**config.mk**
```make
export PLATFORM = sky130hd
export DESIGN_NAME = stall_fault_regs
export DESIGN_NICKNAME = d
export VERILOG_FILES = /design/src/verilog/stall_cfg_pkg.sv /design/src/verilog/fault_latch.sv /design/src/verilog/stall_fault_regs.sv
export SDC_FILE = /design/constraint.sdc
export NUM_CORES = 1
export LEC_CHECK = 0
export ABC_CLOCK_PERIOD_IN_PS = 2600
export BUFFER_PORTS_ARGS = -buffer_cell sky130_fd_sc_hd__buf_4
export CORE_UTILIZATION = 56
export CTS_BUF_LIST = sky130_fd_sc_hd__clkbuf_8
export DETAILED_ROUTE_END_ITERATION = 10
export HOLD_SLACK_MARGIN = 0.05
export PLACE_DENSITY = 0.88
export REMOVE_ABC_BUFFERS = 1
export SLEW_MARGIN = 15
export SYNTH_ARGS = -nofsm -noshare
export SYNTH_HDL_FRONTEND = slang
export SYNTH_SLANG_ARGS = --single-unit
```
**constraint.sdc**
```tcl
create_clock -name i_ref_clk -period 2.6 [get_ports i_ref_clk]
set_input_delay 0.78 -clock i_ref_clk [delete_from_list [all_inputs] [get_ports i_ref_clk]]
set_output_delay 0.78 -clock i_ref_clk [all_outputs]
set_load 0.05 [all_outputs]
```
**src/verilog/stall_cfg_pkg.sv**
```systemverilog
package stall_cfg_pkg;
    localparam logic [7:0] ADDR_FAULT_PROTECT = 8'h06;
    localparam logic [7:0] ADDR_STALL_CONTROL = 8'h07;
    localparam logic [7:0] ADDR_STALL_THRESHOLD = 8'h08;
    localparam int FAULT_CLEAR_BIT = 7;
    localparam int LOCK_LSB = 4;
    localparam int OPEN_LOAD_EN_BIT = 3;
    localparam int OVERCURRENT_BIT = 2;
    localparam int OVERHEAT_BIT = 1;
    localparam int TEMP_REPORT_BIT = 0;
    localparam int STALL_LEARN_BIT = 5;
    localparam int STALL_ENABLE_BIT = 4;
    localparam int STALL_REPORT_BIT = 3;
    localparam int OPEN_LOAD_TIME_SELECT_LSB = 1;
    localparam int BLANK_SEL_BIT = 0;
    localparam logic [2:0] LOCK_CODE = 3'h6;
    localparam logic [2:0] UNLOCK_CODE = 3'h3;
    localparam logic [7:0] FAULT_PROTECT_RESET = 8'h30;
    localparam logic [7:0] STALL_CONTROL_RESET = 8'h08;
    localparam logic [7:0] STALL_THRESHOLD_RESET = 8'h0F;
    localparam int CLK_NS = 8;
    localparam int BLANK_FIXED_NS = 500;
    localparam int BLANK_FIXED_CYCLES = (BLANK_FIXED_NS + CLK_NS - 1) / CLK_NS;
    localparam int OL_TIME0_MS = 200;
    localparam int OL_TIME1_MS = 125;
    localparam int OL_TIME2_MS = 75;
    localparam int OL_TIME3_MS = 3;
    localparam longint CYC_PER_MS = 1000000 / CLK_NS;
    localparam int OL_CYCLES0 = int'(OL_TIME0_MS * CYC_PER_MS);
    localparam int OL_CYCLES1 = int'(OL_TIME1_MS * CYC_PER_MS);
    localparam int OL_CYCLES2 = int'(OL_TIME2_MS * CYC_PER_MS);
    localparam int OL_CYCLES3 = int'(OL_TIME3_MS * CYC_PER_MS);
    localparam int LEARN_CYCLES = 64;
endpackage

```
**src/verilog/fault_latch.sv**
```systemverilog
`timescale 1ns/1ns
module fault_latch (
    // Clock and reset
    input wire logic i_ref_clk,
    input wire logic i_reset,
    // Control
    input wire logic i_condition,
    input wire logic i_auto_mode,
    input wire logic i_clear,
    // Status
    output logic o_fault
);
    logic fault_reg;
    logic fault_next;
    // Set beats clear; auto mode follows the condition
    assign fault_next = i_condition | (~i_auto_mode & fault_reg & ~i_clear);
    always_ff @(posedge i_ref_clk) begin
        if (i_reset) begin
            fault_reg <= 1'b0;
        end else begin
            fault_reg <= fault_next;
        end
    end
    assign o_fault = fault_reg;
endmodule // fault_latch

```
**src/verilog/stall_fault_regs.sv**
```systemverilog
`timescale 1ns/1ns
module stall_fault_regs #(
    parameter bit TIMED_VARIANT = 1'b1,
    parameter int OL_CYCLES_0 = stall_cfg_pkg::OL_CYCLES0,
    parameter int OL_CYCLES_1 = stall_cfg_pkg::OL_CYCLES1,
    parameter int OL_CYCLES_2 = stall_cfg_pkg::OL_CYCLES2,
    parameter int OL_CYCLES_3 = stall_cfg_pkg::OL_CYCLES3,
    parameter int LEARN_CYCLES = stall_cfg_pkg::LEARN_CYCLES
) (
    // Clock and reset
    input wire logic i_ref_clk,
    input wire logic i_reset,
    // Register port from serial decoder
    input wire logic i_wr_en,
    input wire logic [7:0] i_addr,
    input wire logic [7:0] i_wr_data,
    output logic [7:0] o_rd_data,
    // Protection conditions, same clock domain
    input wire logic i_overcurrent,
    input wire logic i_overheat,
    input wire logic i_temp_warning,
    input wire logic i_open_load_raw,
    input wire logic i_stall_raw,
    input wire logic i_slew_blank_done,
    input wire logic i_stall_learn_done,
    // Status and settings
    output logic o_fault_out_n,
    output logic o_locked,
    output logic o_overcurrent_fault,
    output logic o_overheat_fault,
    output logic o_open_load_fault,
    output logic o_stall_fault,
    output logic o_blank_done,
    output logic [7:0] o_stall_threshold_count
);
    logic [7:0] fault_protect_reg;
    logic [7:0] stall_control_reg;
    logic [7:0] stall_threshold_reg;
    logic [7:0] fault_protect_next;
    logic [7:0] stall_control_next;
    logic [31:0] ol_count_reg;
    logic [31:0] ol_limit;
    logic [31:0] learn_count_reg;
    logic [7:0] blank_count_reg;
    logic [7:0] rd_data_reg;
    logic fault_clear_reg;
    logic [2:0] lock_field;
    logic locked;
    logic hit_fp;
    logic hit_sc;
    logic hit_th;
    logic wr_fp;
    logic wr_sc;
    logic wr_th;
    logic lock_wr;
    logic [2:0] lock_next;
    logic learn_busy;
    logic learn_done;
    logic clr;
    logic ol_seen;
    logic stall_seen;
    logic [1:0] ol_sel;
    logic blank_fixed_done;

    assign lock_field = fault_protect_reg[stall_cfg_pkg::LOCK_LSB +: 3];
    assign locked = (lock_field == stall_cfg_pkg::LOCK_CODE);
    assign hit_fp = (i_addr == stall_cfg_pkg::ADDR_FAULT_PROTECT);
    assign hit_sc = (i_addr == stall_cfg_pkg::ADDR_STALL_CONTROL);
    assign hit_th = (i_addr == stall_cfg_pkg::ADDR_STALL_THRESHOLD);
    // Locked writes to stall control and threshold are silently dropped, no error flag
    assign wr_fp = i_wr_en & hit_fp;
    assign wr_sc = i_wr_en & hit_sc & ~locked;
    assign wr_th = i_wr_en & hit_th & ~locked;
    assign lock_wr = wr_fp & (locked
        ? (i_wr_data[stall_cfg_pkg::LOCK_LSB +: 3] == stall_cfg_pkg::UNLOCK_CODE)
        : (i_wr_data[stall_cfg_pkg::LOCK_LSB +: 3] == stall_cfg_pkg::LOCK_CODE));
    assign lock_next = lock_wr ? i_wr_data[stall_cfg_pkg::LOCK_LSB +: 3] : lock_field;
    // Low settings of fault_protect are frozen while locked
    assign fault_protect_next = {1'b0, lock_next,
        (wr_fp & ~locked) ? i_wr_data[3:0] : fault_protect_reg[3:0]};
    assign learn_done = learn_busy & ((learn_count_reg == 32'(LEARN_CYCLES - 1))
        | i_stall_learn_done);
    // Reserved bits kept at zero; timing bits only exist on the timed variant
    assign stall_control_next = wr_sc
        ? {2'h0, i_wr_data[5:3], TIMED_VARIANT ? i_wr_data[2:0] : 3'h0}
        : {2'h0, stall_control_reg[5] & ~learn_done, stall_control_reg[4:0]};
    assign learn_busy = stall_control_reg[stall_cfg_pkg::STALL_LEARN_BIT];
    // Fault clear is a one-cycle pulse out of the register
    assign clr = fault_clear_reg;

    always_ff @(posedge i_ref_clk) begin
        if (i_reset) begin
            fault_protect_reg <= stall_cfg_pkg::FAULT_PROTECT_RESET;
            stall_control_reg <= stall_cfg_pkg::STALL_CONTROL_RESET;
            stall_threshold_reg <= stall_cfg_pkg::STALL_THRESHOLD_RESET;
            fault_clear_reg <= 1'b0;
        end else begin
            fault_protect_reg <= fault_protect_next;
            stall_control_reg <= stall_control_next;
            if (wr_th) begin
                stall_threshold_reg <= i_wr_data;
            end
            fault_clear_reg <= wr_fp & i_wr_data[stall_cfg_pkg::FAULT_CLEAR_BIT];
        end
    end

    // Stall learning timer
    always_ff @(posedge i_ref_clk) begin
        if (i_reset || !learn_busy) begin
            learn_count_reg <= 32'h0;
        end else begin
            learn_count_reg <= learn_count_reg + 32'h1;
        end
    end

    // Open-load detection window
    assign ol_sel = TIMED_VARIANT ? stall_control_reg[stall_cfg_pkg::OPEN_LOAD_TIME_SELECT_LSB +: 2] : 2'h0;
    assign ol_limit = (ol_sel == 2'h0) ? 32'(OL_CYCLES_0)
        : (ol_sel == 2'h1) ? 32'(OL_CYCLES_1)
        : (ol_sel == 2'h2) ? 32'(OL_CYCLES_2) : 32'(OL_CYCLES_3);
    always_ff @(posedge i_ref_clk) begin
        if (i_reset || !i_open_load_raw
                || !fault_protect_reg[stall_cfg_pkg::OPEN_LOAD_EN_BIT]) begin
            ol_count_reg <= 32'h0;
        end else if (ol_count_reg < ol_limit) begin
            ol_count_reg <= ol_count_reg + 32'h1;
        end
    end
    // Detection is asserted at the end of the window, a worst-case bound
    assign ol_seen = fault_protect_reg[stall_cfg_pkg::OPEN_LOAD_EN_BIT]
        & (ol_count_reg >= ol_limit - 32'h1) & i_open_load_raw;

    // Blanking after slow decay
    always_ff @(posedge i_ref_clk) begin
        // Counts once from reset; no per-decay restart in this block
        if (i_reset) begin
            blank_count_reg <= 8'h0;
        end else if (blank_count_reg < 8'(stall_cfg_pkg::BLANK_FIXED_CYCLES)) begin
            blank_count_reg <= blank_count_reg + 8'h1;
        end
    end
    assign blank_fixed_done = (blank_count_reg == 8'(stall_cfg_pkg::BLANK_FIXED_CYCLES));
    assign o_blank_done = (TIMED_VARIANT && stall_control_reg[stall_cfg_pkg::BLANK_SEL_BIT])
        ? i_slew_blank_done : blank_fixed_done;

    assign stall_seen = stall_control_reg[stall_cfg_pkg::STALL_ENABLE_BIT] & i_stall_raw;

    fault_latch u_ocp (
        .i_ref_clk(i_ref_clk),
        .i_reset(i_reset),
        .i_condition(i_overcurrent),
        .i_auto_mode(fault_protect_reg[stall_cfg_pkg::OVERCURRENT_BIT]),
        .i_clear(clr),
        .o_fault(o_overcurrent_fault)
    );
    fault_latch u_otsd (
        .i_ref_clk(i_ref_clk),
        .i_reset(i_reset),
        .i_condition(i_overheat),
        .i_auto_mode(fault_protect_reg[stall_cfg_pkg::OVERHEAT_BIT]),
        .i_clear(clr),
        .o_fault(o_overheat_fault)
    );
    fault_latch u_ol (
        .i_ref_clk(i_ref_clk),
        .i_reset(i_reset),
        .i_condition(ol_seen),
        .i_auto_mode(1'b0),
        .i_clear(clr),
        .o_fault(o_open_load_fault)
    );
    fault_latch u_stall (
        .i_ref_clk(i_ref_clk),
        .i_reset(i_reset),
        .i_condition(stall_seen),
        .i_auto_mode(1'b0),
        .i_clear(clr),
        .o_fault(o_stall_fault)
    );

    // Read path, registered
    always_ff @(posedge i_ref_clk) begin
        if (i_reset) begin
            rd_data_reg <= 8'h00;
        end else if (hit_fp) begin
            rd_data_reg <= fault_protect_reg;
        end else if (hit_sc) begin
            rd_data_reg <= stall_control_reg;
        end else if (hit_th) begin
            rd_data_reg <= stall_threshold_reg;
        end else begin
            rd_data_reg <= 8'h00;
        end
    end
    assign o_rd_data = rd_data_reg;
    assign o_locked = locked;
    assign o_stall_threshold_count = stall_threshold_reg;
    assign o_fault_out_n = ~(o_overcurrent_fault | o_overheat_fault | o_open_load_fault
        | (fault_protect_reg[stall_cfg_pkg::TEMP_REPORT_BIT] & i_temp_warning)
        | (stall_control_reg[stall_cfg_pkg::STALL_REPORT_BIT] & o_stall_fault));

    a_lock_blocks_th: assert property (@(posedge i_ref_clk) disable iff (i_reset)
        locked && i_wr_en && hit_th |=> $stable(stall_threshold_reg))
        else $error("locked write changed threshold");
    a_lock_sets: assert property (@(posedge i_ref_clk) disable iff (i_reset)
        !locked && wr_fp && i_wr_data[6:4] == 3'h6 |=> locked)
        else $error("lock code did not lock");
    a_unlock_only: assert property (@(posedge i_ref_clk) disable iff (i_reset)
        locked && wr_fp && i_wr_data[6:4] != 3'h3 |=> locked)
        else $error("wrong code unlocked");
    a_unlocked_stays: assert property (@(posedge i_ref_clk) disable iff (i_reset)
        lock_field == 3'h3 && wr_fp && i_wr_data[6:4] != 3'h6 |=> lock_field == 3'h3)
        else $error("lock field changed while unlocked");
    a_clear_pulse: assert property (@(posedge i_ref_clk) disable iff (i_reset)
        (wr_fp && i_wr_data[7]) ##1 !(wr_fp && i_wr_data[7]) |-> clr ##1 !clr)
        else $error("fault clear not a pulse");
    a_clear_latched: assert property (@(posedge i_ref_clk) disable iff (i_reset)
        clr && !i_stall_raw |=> !o_stall_fault)
        else $error("stall fault survived clear");
    a_learn_ends: assert property (@(posedge i_ref_clk) disable iff (i_reset)
        $rose(learn_busy) |-> ##[1:64] !learn_busy)
        else $error("stall learn never cleared");
    a_stall_report: assert property (@(posedge i_ref_clk) disable iff (i_reset)
        o_stall_fault && stall_control_reg[3] |-> !o_fault_out_n)
        else $error("stall not reported");
    a_warn_masked: assert property (@(posedge i_ref_clk) disable iff (i_reset)
        i_temp_warning && fault_protect_reg[0] |-> !o_fault_out_n)
        else $error("warning not reported");
    a_stall_off: assert property (@(posedge i_ref_clk) disable iff (i_reset)
        !stall_control_reg[4] && !o_stall_fault |=> !o_stall_fault)
        else $error("stall set while disabled");
endmodule // stall_fault_regs

```
==> impl_metrics.py, run 1 <==
metrics = {
    "timing": {
        "final-hold-violation-count": 0,
        "unrepaired_setup_endpoints_after_global_routing": "true",
        "maxClockFrequency_mhz": 368,
        "layout_worst_path_cycle_share_pct": 105,
        "worst_slack_ns": -0.119,
        "setup_viol_count_final": 15,
        "slew_viol_final": 0,
        "finalClockSkew_ns": 0.00800,
        "fin_crit_ns": 2.72,
    },
    "status": {
        "violations": "setup timing",
        "outcome": "finished with violations",
    },
    "critical_path": {
        "worst-path-max-fanout": 5,
        "cp_data_arrival_time_ns": 3.04,
        "cp.required_ns": 2.92,
        "critical_path_class": "reg -> reg",
        "critical_path.startpoint_type": "flop",
        "critPathCaptureType": "flop",
    },
    "cells_and_area": {
        "area.growth.synth_to_final_pct": 24.4,
        "fin_area_mm2": 0.00664,
        "fillCellCount": 611,
        "insertedDiodeCount": 0,
        "nets": 737,
        "drive_above_1_share_pct": 24.7,
    },
    "drt": {
        "met1_length_mm": 5.99,
        "route.top_layer_used": "met4",
        "detail_route.drc_violations": 0,
        "detailed_route_iter0_violations": 447,
        "route.vias.total": 5128,
        "met3WireLength_mm": 1.00,
        "drt_pass1_iterations": 7,
        "met2_length_mm": 7.94,
        "routed_via_density": 6.33,
        "average_wire_length_per_cell_after_detail_routing_um": 19.4,
        "antenna_left": 0,
        "wl_mm": 15.7,
    },
    "clocking": {
        "cts.reportedPaths.clkPinSlew_ns": 0.10,
        "worstSkewPairLatency_ns": 0.39,
        "htree_levels": 3,
        "clock_sink_count": 106,
        "ctsLongestPathBuffers": 2,
        "tritoncts": "done",
        "tritoncts.num_buffers": 9,
        "holdBufCountCts": 0,
        "clock-root-buffer": "sky130_fd_sc_hd__clkbuf_8",
    },
    "yosys": {
        "synth.largest_area_cell": "sky130_fd_sc_hd__dfxtp_1",
        "synth_top_area_share_pct": 39.7,
        "yosys_warnings": 0,
        "synthArstFlopShare_pct": 0,
        "synthesis.area_mm2": 0.00534,
        "syn_inst": 600,
        "number_of_flops_mapped_to_enable_cells_by_yosys": 0,
        "yosys_most_used_dff": "sky130_fd_sc_hd__dfxtp_1",
        "flip_flop_and_latch_count_after_synthesis": 106,
        "synth_sequential_area_ratio_pct": 39.7,
        "synth_area_per_cell_um2": 8.90,
        "main_area_contributors_after_synthesis": "sky130_fd_sc_hd__dfxtp_1 (40%), sky130_fd_sc_hd__ha_1 (8.2%), sky130_fd_sc_hd__nor2_1 (5.1%), sky130_fd_sc_hd__xor2_1 (3.8%), sky130_fd_sc_hd__a21oi_1 (3.7%)",
        "ys_types": 62,
    },
    "power_and_ir_drop": {
        "report.power.total_uw": 2820,
        "power.share.sequential_pct": 58.0,
        "power_leakage_uw": 0.00258,
        "power.ir.vdd_worst_v": 0.000457,
        "total_switching_power_uw": 663,
        "share_comb_of_total_power_pct": 3.4,
        "power_density_mw_per_mm2": 424,
        "internal_power_uw": 2150,
        "switch_share_pct": 23.5,
        "power_frac_clock_pct": 38.5,
    },
    "global_routing": {
        "grt_first_pass_wirelength_mm": 23.1,
        "number_of_global_route_vias_before_repair": 4971,
        "global_router_s_overall_resource_usage_pct": 29.3,
        "grt_max_degree": 46,
        "gr-total-overflow": 0,
        "grt_antenna_before_repair": 0,
    },
    "placed_design": {
        "placed_area_mm2": 0.00603,
        "dpl_worst_slack_ns": -0.222,
        "finalWeightedCongestion": 0.901,
        "detailedPlacementHpwl_mm": 9.29,
        "portBuffers": 48,
    },
    "worst_hold_path": {
        "worst_hold_path_type": "reg -> reg",
    },
    "floorplanning": {
        "boundaryPins": 49,
        "die-area_mm2": 0.00993,
        "core_area_mm2": 0.00924,
        "floorplan.initialDensity_pct": 57.8,
        "floorplan.die.width_um": 99.7,
        "rows": 35,
        "die_y_um": 99.7,
    },
    "flow_run": {
        "max-cap-violations": 0,
    },
}
## placed cells by master, fill, tap and decap left out, types with 8 or more instances in the layout
master and n:
sky130_fd_sc_hd__inv_1 15, sky130_fd_sc_hd__dfxtp_1 102, sky130_fd_sc_hd__or4_4 9, sky130_fd_sc_hd__clkbuf_8 10
sky130_fd_sc_hd__nor2b_1 8, sky130_fd_sc_hd__and2_1 9, sky130_fd_sc_hd__nor4_1 9, sky130_fd_sc_hd__or4_1 13
sky130_fd_sc_hd__a21oi_1 32, sky130_fd_sc_hd__and3_1 13, sky130_fd_sc_hd__mux2i_1 11, sky130_fd_sc_hd__ha_1 26
sky130_fd_sc_hd__a21oi_2 8, sky130_fd_sc_hd__buf_4 84, sky130_fd_sc_hd__o21ai_0 8, sky130_fd_sc_hd__o31ai_1 20
sky130_fd_sc_hd__nor2_1 72, sky130_fd_sc_hd__nand2_1 36, sky130_fd_sc_hd__nand4_1 16, sky130_fd_sc_hd__nand3_1 25
sky130_fd_sc_hd__xnor2_1 9, sky130_fd_sc_hd__xor2_1 23
## cell usage after synthesis, types with 6 or more instances
| cell | instances |
|---|---|
| sky130_fd_sc_hd__dfxtp_1 | 106 |
| sky130_fd_sc_hd__nor2_1 | 72 |
| sky130_fd_sc_hd__a21oi_1 | 40 |
| sky130_fd_sc_hd__nand2_1 | 37 |
| sky130_fd_sc_hd__ha_1 | 35 |
| sky130_fd_sc_hd__nand3_1 | 25 |
| sky130_fd_sc_hd__xor2_1 | 23 |
| sky130_fd_sc_hd__o31ai_1 | 22 |
| sky130_fd_sc_hd__inv_1 | 20 |
| sky130_fd_sc_hd__or4_1 | 20 |
| sky130_fd_sc_hd__clkbuf_1 | 19 |
| sky130_fd_sc_hd__nand4_1 | 16 |
| sky130_fd_sc_hd__and3_1 | 13 |
| sky130_fd_sc_hd__mux2i_1 | 11 |
| sky130_fd_sc_hd__o21ai_0 | 10 |
| sky130_fd_sc_hd__and2_1 | 9 |
| sky130_fd_sc_hd__nor4_1 | 9 |
| sky130_fd_sc_hd__xnor2_1 | 9 |
| sky130_fd_sc_hd__nor2b_1 | 8 |
| sky130_fd_sc_hd__nor3_1 | 7 |
| sky130_fd_sc_hd__and4_1 | 6 |
## logic make-up (layout without fill, tap and decap cells)
family | after synthesis | after routing | synth area share, %
and+or+nand+nor | 257 | 257 | 26.9
AOI/OAI and AO/OA | 109 | 109 | 13.7
DFF | 106 | 106 | 39.7
buffers and inverters | 49 | 130 | 4.05
adders and majority gates | 35 | 35 | 8.20
xor gates and xnor gates | 32 | 32 | 5.25
muxes | 11 | 11 | 2.06
other | 1 | 1 | 0.0702
## path summary, 6_finish.rpt
kind	startpoint	to	slack (ns)	cells after the start
worst max-delay path	stall_control_reg[2]$_SDFFE_PP0P_	ol_count_reg[8]$_SDFFE_PP0N_	-0.12	12
worst min-delay path	ol_count_reg[31]$_SDFFE_PP0N_	ol_count_reg[31]$_SDFFE_PP0N_	0.48	1
worst max register to register	stall_control_reg[2]$_SDFFE_PP0P_	ol_count_reg[8]$_SDFFE_PP0N_	-0.12	12
worst min register to register	ol_count_reg[31]$_SDFFE_PP0N_	ol_count_reg[31]$_SDFFE_PP0N_	0.48	1
## through the flow
stage / instances / util, % / hold slack [ns] / TNS, ns
6_report: 810 / 71.9 / 0.484 / -0.746
3_3_place_gp: 783 / 65.3 / 0.444 / -0.161
2_1_floorplan: 571 / - / 0.430 / -28.19
5_1_grt: 810 / 71.9 / 0.504 / -2.86
3_5_place_dp: 783 / 65.3 / 0.453 / -4.22
4_1_cts: 805 / 69.5 / 0.484 / -0.0496
## critical path, stage by stage, from the launching register on
cell and delay, ns:
sky130_fd_sc_hd__dfxtp_4 0.39, sky130_fd_sc_hd__inv_6 0.05, sky130_fd_sc_hd__ha_4 0.29, sky130_fd_sc_hd__inv_4 0.05, sky130_fd_sc_hd__buf_4 0.13, sky130_fd_sc_hd__ha_4 0.21
sky130_fd_sc_hd__a211oi_2 0.22, sky130_fd_sc_hd__buf_4 0.19, sky130_fd_sc_hd__o311ai_4 0.14, sky130_fd_sc_hd__buf_6 0.19, sky130_fd_sc_hd__clkbuf_16 0.15, sky130_fd_sc_hd__or4_4 0.47
sky130_fd_sc_hd__a21oi_1 0.16
## power by group through the flow
stage,clock network (uW),logic [uW],registers (uW)
detailed placement,0,91.7,1670
CTS,1090,92.8,1640
global placement,0,88.5,1670
global route,1150,101,1640
floorplan,0,26.0,1680
finish,1090,97.1,1640
## repair_timing
action,CTS,global route
pin swaps,13,25
gates resized for setup,22,35
cloned,2,4
setup endpoints to repair,28,28
buffers inserted,4,2
## metal layers
metal	vias up	global-route usage, %
li1	2338	-
met1	2468	32.0
met2	235	53.1
met3	87	5.97
met4	0	16.1
met5	-	0
## cell type report
cell class              instances  area (um^2)  share of cell area [%]
well taps                     129          161                    2.43
clock inverters                 6         72.6                    1.09
inverters                      20         85.1                    1.28
clock buffers                  10          138                    2.07
multi-input cells             445         3210                    48.4
repair buffers                 94          840                    12.6
flip-flops and latches        106         2130                    32.1
(Power assumes the default switching activity.)
==> inputs of run 2 (changes only) <==
--- a/config.mk
+++ b/config.mk
@@ -10,6 +10,7 @@
 export CORE_UTILIZATION = 56
 export CTS_BUF_LIST = sky130_fd_sc_hd__clkbuf_8
 export DETAILED_ROUTE_END_ITERATION = 10
+export GPL_TIMING_DRIVEN = 0
 export HOLD_SLACK_MARGIN = 0.05
 export PLACE_DENSITY = 0.88
 export REMOVE_ABC_BUFFERS = 1
==> impl_metrics.py, run 2 (synthesis results as in run 1) <==
metrics = {
    "floorplanning": {
        "boundaryPins": 49,
        "floorplan.initialDensity_pct": 57.8,
        "core_area_mm2": 0.00924,
        "rows": 35,
        "die_y_um": 99.7,
        "die-area_mm2": 0.00993,
        "floorplan.die.width_um": 99.7,
    },
    "timing": {
        "unrepaired_setup_endpoints_after_global_routing": "true",
        "layout_worst_path_cycle_share_pct": 106,
        "worst_slack_ns": -0.157,
        "final-hold-violation-count": 0,
        "slew_viol_final": 0,
        "fin_crit_ns": 2.76,
        "setup_viol_count_final": 25,
        "timing.max_slew.rel_slack_pct": 13.0,
        "finalClockSkew_ns": 0.0130,
        "maxClockFrequency_mhz": 363,
        "worstMarginPinSlew_ns": 1.30,
    },
    "placed_design": {
        "dp_cells": 750,
        "finalWeightedCongestion": 0.856,
        "portBuffers": 48,
        "dpl_worst_slack_ns": -0.868,
        "detailedPlacementHpwl_mm": 8.28,
    },
    "critical_path": {
        "critPathCaptureType": "flop",
        "critical_path_class": "reg -> reg",
        "worst-path-max-fanout": 7,
        "worst_r2r_path_depth": 10,
        "critical_path.startpoint_type": "flop",
        "cp_data_arrival_time_ns": 3.05,
        "crit_path_start": "stall_control_reg[2]$_SDFFE_PP0P_",
        "reg2reg_from": "stall_control_reg[2]$_SDFFE_PP0P_",
        "cp.required_ns": 2.90,
        "endpoint": "ol_count_reg[16]$_SDFFE_PP0N_",
        "regToRegEndpoint": "ol_count_reg[16]$_SDFFE_PP0N_",
        "rrSetupSlack_ns": -0.16,
    },
    "clocking": {
        "ctsLongestPathBuffers": 2,
        "clock_sink_count": 106,
        "cts.reportedPaths.clkPinSlew_ns": 0.11,
        "tritoncts.num_buffers": 9,
        "htree_levels": 3,
        "clock-root-buffer": "sky130_fd_sc_hd__clkbuf_8",
        "worstSkewPairLatency_ns": 0.40,
        "tritoncts": "done",
    },
    "cells_and_area": {
        "multi_input_comb_area_mm2": 0.00345,
        "final_common_cell": "sky130_fd_sc_hd__dfxtp_1",
        "area.growth.synth_to_final_pct": 24.5,
        "insertedDiodeCount": 0,
        "fillCellCount": 588,
        "nets": 715,
        "seq_area_mm2": 0.00213,
        "drive_above_1_share_pct": 24.6,
        "final_util_pct": 72.0,
        "finalNonFillerCells": 788,
        "most-common-layout-cells": "sky130_fd_sc_hd__dfxtp_1 (102), sky130_fd_sc_hd__nor2_1 (71), sky130_fd_sc_hd__buf_4 (59)",
    },
    "power_and_ir_drop": {
        "report.power.total_uw": 3020,
        "power_frac_clock_pct": 42.6,
        "power_leakage_uw": 0.00248,
        "total_switching_power_uw": 689,
        "switch_share_pct": 22.8,
        "power.share.sequential_pct": 54.1,
        "share_comb_of_total_power_pct": 3.2,
        "power.ir.vdd_worst_v": 0.000448,
        "power_density_mw_per_mm2": 454,
        "internal_power_uw": 2330,
    },
    "flow_run": {
        "max-cap-violations": 0,
    },
    "drt": {
        "routed_via_density": 6.56,
        "average_wire_length_per_cell_after_detail_routing_um": 20.6,
        "route.vias.total": 5167,
        "antenna_left": 0,
        "wl_mm": 16.2,
        "detailed_route_iter0_violations": 518,
        "detail_route.drc_violations": 0,
        "drt_pass1_iterations": 5,
    },
    "status": {
        "outcome": "finished with violations",
        "violations": "setup timing",
    },
    "global_routing": {
        "global_router_s_overall_resource_usage_pct": 27.0,
        "gr-total-overflow": 0,
        "grt_first_pass_wirelength_mm": 21.2,
        "number_of_global_route_vias_before_repair": 4591,
        "grt_max_degree": 46,
        "grt_antenna_before_repair": 0,
    },
    "worst_hold_path": {
        "worst_hold_path_type": "reg -> reg",
    },
}
==> run 2: cell count changes in the layout (fill, tap and decap cells not counted), sizes merged <==
cell	delta
buf	-27
o21a	+7
bufinv	+2
clkbuf	-2
clkinv	-2
bufbuf	-1
clkinvlp	+1
==> run 2: worst min-delay path by stage <==
| stage | startpoint | endpoint | cells past startpoint |
|---|---|---|---|
| 2_1_floorplan | ol_count_reg[31]$_SDFFE_PP0N_ | ol_count_reg[31]$_SDFFE_PP0N_ | 1 |
| 3_3_place_gp | ol_count_reg[28]$_SDFFE_PP0N_ | ol_count_reg[28]$_SDFFE_PP0N_ | 1 |
| 3_5_place_dp | ol_count_reg[27]$_SDFFE_PP0N_ | ol_count_reg[27]$_SDFFE_PP0N_ | 1 |
| 4_1_cts | ol_count_reg[30]$_SDFFE_PP0N_ | ol_count_reg[30]$_SDFFE_PP0N_ | 1 |
| 5_1_grt | ol_count_reg[30]$_SDFFE_PP0N_ | ol_count_reg[30]$_SDFFE_PP0N_ | 1 |
| 6_report | ol_count_reg[27]$_SDFFE_PP0N_ | ol_count_reg[27]$_SDFFE_PP0N_ | 1 |
==> run 2: layout make-up <==
type	count	share of cell area [%]
Timing Repair Buffer	65	8.33
Inverter	20	1.32
Sequential cell	106	32.1
Multi-Input combinational cell	452	51.9
Clock inverter	7	2.05
Clock buffer	9	1.86
Tap cell	129	2.43
==> run 2: power groups by stage <==
stage | registers (uW) | logic (uW) | clock network [uW]
after floorplan | 1680 | 26.0 | 0
after global placement | 1670 | 87.0 | 0
after detailed placement | 1670 | 90.4 | 0
after CTS | 1630 | 91.8 | 1300
after global routing | 1640 | 103 | 1360
final | 1640 | 97.9 | 1290
==> run 2: per-stage QoR <==
step	hold slack [ns]	instance area [um^2]	TNS [ns]
after floorplan	0.430	5200	-28.19
after global placement	0.445	5720	-56.63
after detailed placement	0.446	5770	-28.40
after CTS	0.486	6170	-0.462
after global routing	0.495	6650	-6.00
final	0.488	6650	-2.33
==> run 2: critical path, cell delays in order, from the launching register on <==
cell and delay, ns:
sky130_fd_sc_hd__dfxtp_4 0.42, sky130_fd_sc_hd__inv_6 0.06, sky130_fd_sc_hd__ha_4 0.15, sky130_fd_sc_hd__inv_1 0.14, sky130_fd_sc_hd__ha_1 0.20, sky130_fd_sc_hd__nand2b_1 0.18, sky130_fd_sc_hd__a21oi_1 0.08, sky130_fd_sc_hd__o31a_1 0.41
sky130_fd_sc_hd__o21a_4 0.30, sky130_fd_sc_hd__or4_4 0.53, sky130_fd_sc_hd__a21oi_2 0.18
==> run 2: repair_timing <==
item                       in CTS  in global routing
cloned                          4                  5
setup buffers                   7                  6
hold buffers                    0                  0
pin swaps                       3                 38
setup endpoints to repair      31                 32
resized for setup              17                 71
==> run 2: metal layers <==
layer,routed length (um),global-route usage (%)
met5,0,0
met4,927,11.2
met3,1460,7.45
met2,7730,45.5
met1,6110,32.3
==> inputs of run 3 (changes only) <==
--- a/config.mk
+++ b/config.mk
@@ -12,7 +12,7 @@
 export DETAILED_ROUTE_END_ITERATION = 10
 export GPL_TIMING_DRIVEN = 0
 export HOLD_SLACK_MARGIN = 0.05
-export PLACE_DENSITY = 0.88
+export PLACE_DENSITY = 0.84
 export REMOVE_ABC_BUFFERS = 1
 export SLEW_MARGIN = 15
 export SYNTH_ARGS = -nofsm -noshare
==> impl_metrics.py, run 3 (synthesis results as in run 1) <==
metrics = {
    "global_routing": {
        "number_of_global_route_vias_before_repair": 4689,
        "gr-total-overflow": 0,
        "grt_antenna_before_repair": 0,
        "global_router_s_overall_resource_usage_pct": 26.7,
        "grt_max_degree": 46,
        "groute.layer.met1.usage_pct": 30.6,
        "gr-usage-met2_pct": 48.3,
        "gr-usage-met3_pct": 6.04,
        "gr-max-usage-layer": "met2",
        "grt_first_pass_wirelength_mm": 21.5,
    },
    "clocking": {
        "clock_sink_count": 106,
        "tritoncts.num_buffers": 9,
        "cts.reportedPaths.clkPinSlew_ns": 0.12,
        "ctsLongestPathBuffers": 2,
        "holdBufCountCts": 0,
        "clock-root-buffer": "sky130_fd_sc_hd__clkbuf_8",
        "worstSkewPairLatency_ns": 0.39,
        "tritoncts": "done",
        "htree_levels": 3,
    },
    "floorplanning": {
        "rows": 35,
        "die_y_um": 99.7,
        "boundaryPins": 49,
        "floorplan.initialDensity_pct": 57.8,
        "floorplan.die.width_um": 99.7,
        "die-area_mm2": 0.00993,
        "core_area_mm2": 0.00924,
    },
    "drt": {
        "route.vias.total": 4987,
        "detailed_route_iter0_violations": 372,
        "wl_mm": 15.2,
        "routed_via_density": 6.33,
        "antenna_left": 0,
        "average_wire_length_per_cell_after_detail_routing_um": 19.3,
        "drt_pass1_iterations": 6,
        "detail_route.drc_violations": 0,
    },
    "critical_path": {
        "path_delay_family": "compound AO/OA/AOI/OAI gates",
        "critical_path.startpoint_type": "flop",
        "cp_data_arrival_time_ns": 2.94,
        "worst-path-max-fanout": 6,
        "critPathCaptureType": "flop",
        "critical-path-slowest-cell": "sky130_fd_sc_hd__dfxtp_4",
        "crit_path_cell_chain": "inv_6 > ha_4 > ha_1 > o21ai_1 > a21oi_1 > o31a_1 > buf_6 > o21a_4 > o31ai_1 > a21oi_2",
        "maximum_cell_stage_delay_along_the_critical_path_ns": 0.42,
        "cp.buffers_inverters": 2,
        "critical_path_class": "reg -> reg",
        "cp.required_ns": 2.82,
    },
    "power_and_ir_drop": {
        "power.ir.vdd_worst_v": 0.000401,
        "power_density_mw_per_mm2": 426,
        "internal_power_uw": 2070,
        "power_frac_clock_pct": 38.5,
        "power.share.sequential_pct": 58.1,
        "power_leakage_uw": 0.00245,
        "switch_share_pct": 26.4,
        "total_switching_power_uw": 744,
        "share_comb_of_total_power_pct": 3.4,
    },
    "cells_and_area": {
        "insertedDiodeCount": 0,
        "most-common-layout-cells": "sky130_fd_sc_hd__dfxtp_1 (102), sky130_fd_sc_hd__nor2_1 (72), sky130_fd_sc_hd__buf_4 (59)",
        "final_common_cell": "sky130_fd_sc_hd__dfxtp_1",
        "nets": 715,
        "fillCellCount": 623,
        "drive_above_1_share_pct": 25.0,
        "area.growth.synth_to_final_pct": 23.7,
        "fin_area_mm2": 0.00661,
    },
    "placed_design": {
        "finalWeightedCongestion": 0.820,
        "detailedPlacementHpwl_mm": 8.46,
        "placed_area_mm2": 0.00576,
        "dpl_worst_slack_ns": -0.852,
        "portBuffers": 48,
    },
    "timing": {
        "timing.max_slew.rel_slack_pct": 14.2,
        "layout_worst_path_cycle_share_pct": 104,
        "fin_crit_ns": 2.72,
        "finalClockSkew_ns": 0.0116,
        "worstMarginPinSlew_ns": 1.28,
        "unrepaired_setup_endpoints_after_global_routing": "true",
        "maxClockFrequency_mhz": 368,
        "setup_viol_count_final": 24,
        "final-hold-violation-count": 0,
        "worst_slack_ns": -0.117,
        "final_sum_of_negative_setup_slack_ns": -0.980,
        "slew_viol_final": 0,
    },
    "flow_run": {
        "max-cap-violations": 0,
    },
    "worst_hold_path": {
        "worst_hold_path_type": "reg -> reg",
    },
    "status": {
        "outcome": "finished with violations",
        "violations": "setup timing",
    },
}
run 3: layout make-up:
| cell class | count | area [um^2] | share of cell area [%] |
|---|---|---|---|
| clock buffers | 9 | 124 | 1.87 |
| clock inverters | 7 | 96.3 | 1.46 |
| inverters | 20 | 90.1 | 1.36 |
| multi-input cells | 452 | 3470 | 52.5 |
| flip-flops and latches | 106 | 2130 | 32.3 |
| well taps | 129 | 161 | 2.44 |
| repair buffers | 65 | 536 | 8.10 |
run 3: worst paths after layout:
kind                                     start                             to  slack (ns)  depth (start not counted)
max reg2reg  stall_control_reg[2]$_SDFFE_PP0P_  ol_count_reg[11]$_SDFFE_PP0N_       -0.12                         10
min              ol_count_reg[30]$_SDFFE_PP0N_  ol_count_reg[30]$_SDFFE_PP0N_        0.48                          1
max          stall_control_reg[2]$_SDFFE_PP0P_  ol_count_reg[11]$_SDFFE_PP0N_       -0.12                         10
min reg2reg      ol_count_reg[30]$_SDFFE_PP0N_  ol_count_reg[30]$_SDFFE_PP0N_        0.48                          1
run 3: power by group through the flow:
stage               Clock [uW]  Combinational [uW]  Sequential (uW)
floorplan                    0                26.0             1680
global placement             0                87.5             1670
detailed placement           0                90.2             1670
CTS                       1090                91.7             1630
global route              1150                 102             1640
finish                    1090                96.3             1640
run 3: metrics by stage:
step / instances / hold WS [ns] / total power [uW] / utilization, %
6_report: 788 / 0.479 / 2820 / 71.5
5_1_grt: 788 / 0.496 / 2890 / 71.5
4_1_cts: 776 / 0.477 / 2810 / 66.6
3_5_place_dp: 750 / 0.449 / 1760 / 62.4
3_3_place_gp: 748 / 0.444 / 1760 / 61.9
2_1_floorplan: 571 / 0.430 / 1710 / -
run 3: per-layer routing:
layer	up-vias	part of all wire [%]	wire (um)
li1	2305	-	-
met1	2385	38	5760
met2	227	52	7850
met3	70	6.3	958
met4	0	4.4	663
met5	-	0	0
run 3: what timing repair did:
item,CTS,global route
buffers inserted,7,8
resized for setup,26,67
pin swaps,8,38
cloned,3,4
endpoints found under the setup margin,31,29
run 3: worst register-to-register path: cells and delay by family (launching register included):
kind | cells | cell delay, ns
DFF | 1 | 0.42
buffers and inverters | 2 | 0.26
AOI/OAI and AO/OA | 6 | 1.29
adders and majority gates | 2 | 0.58
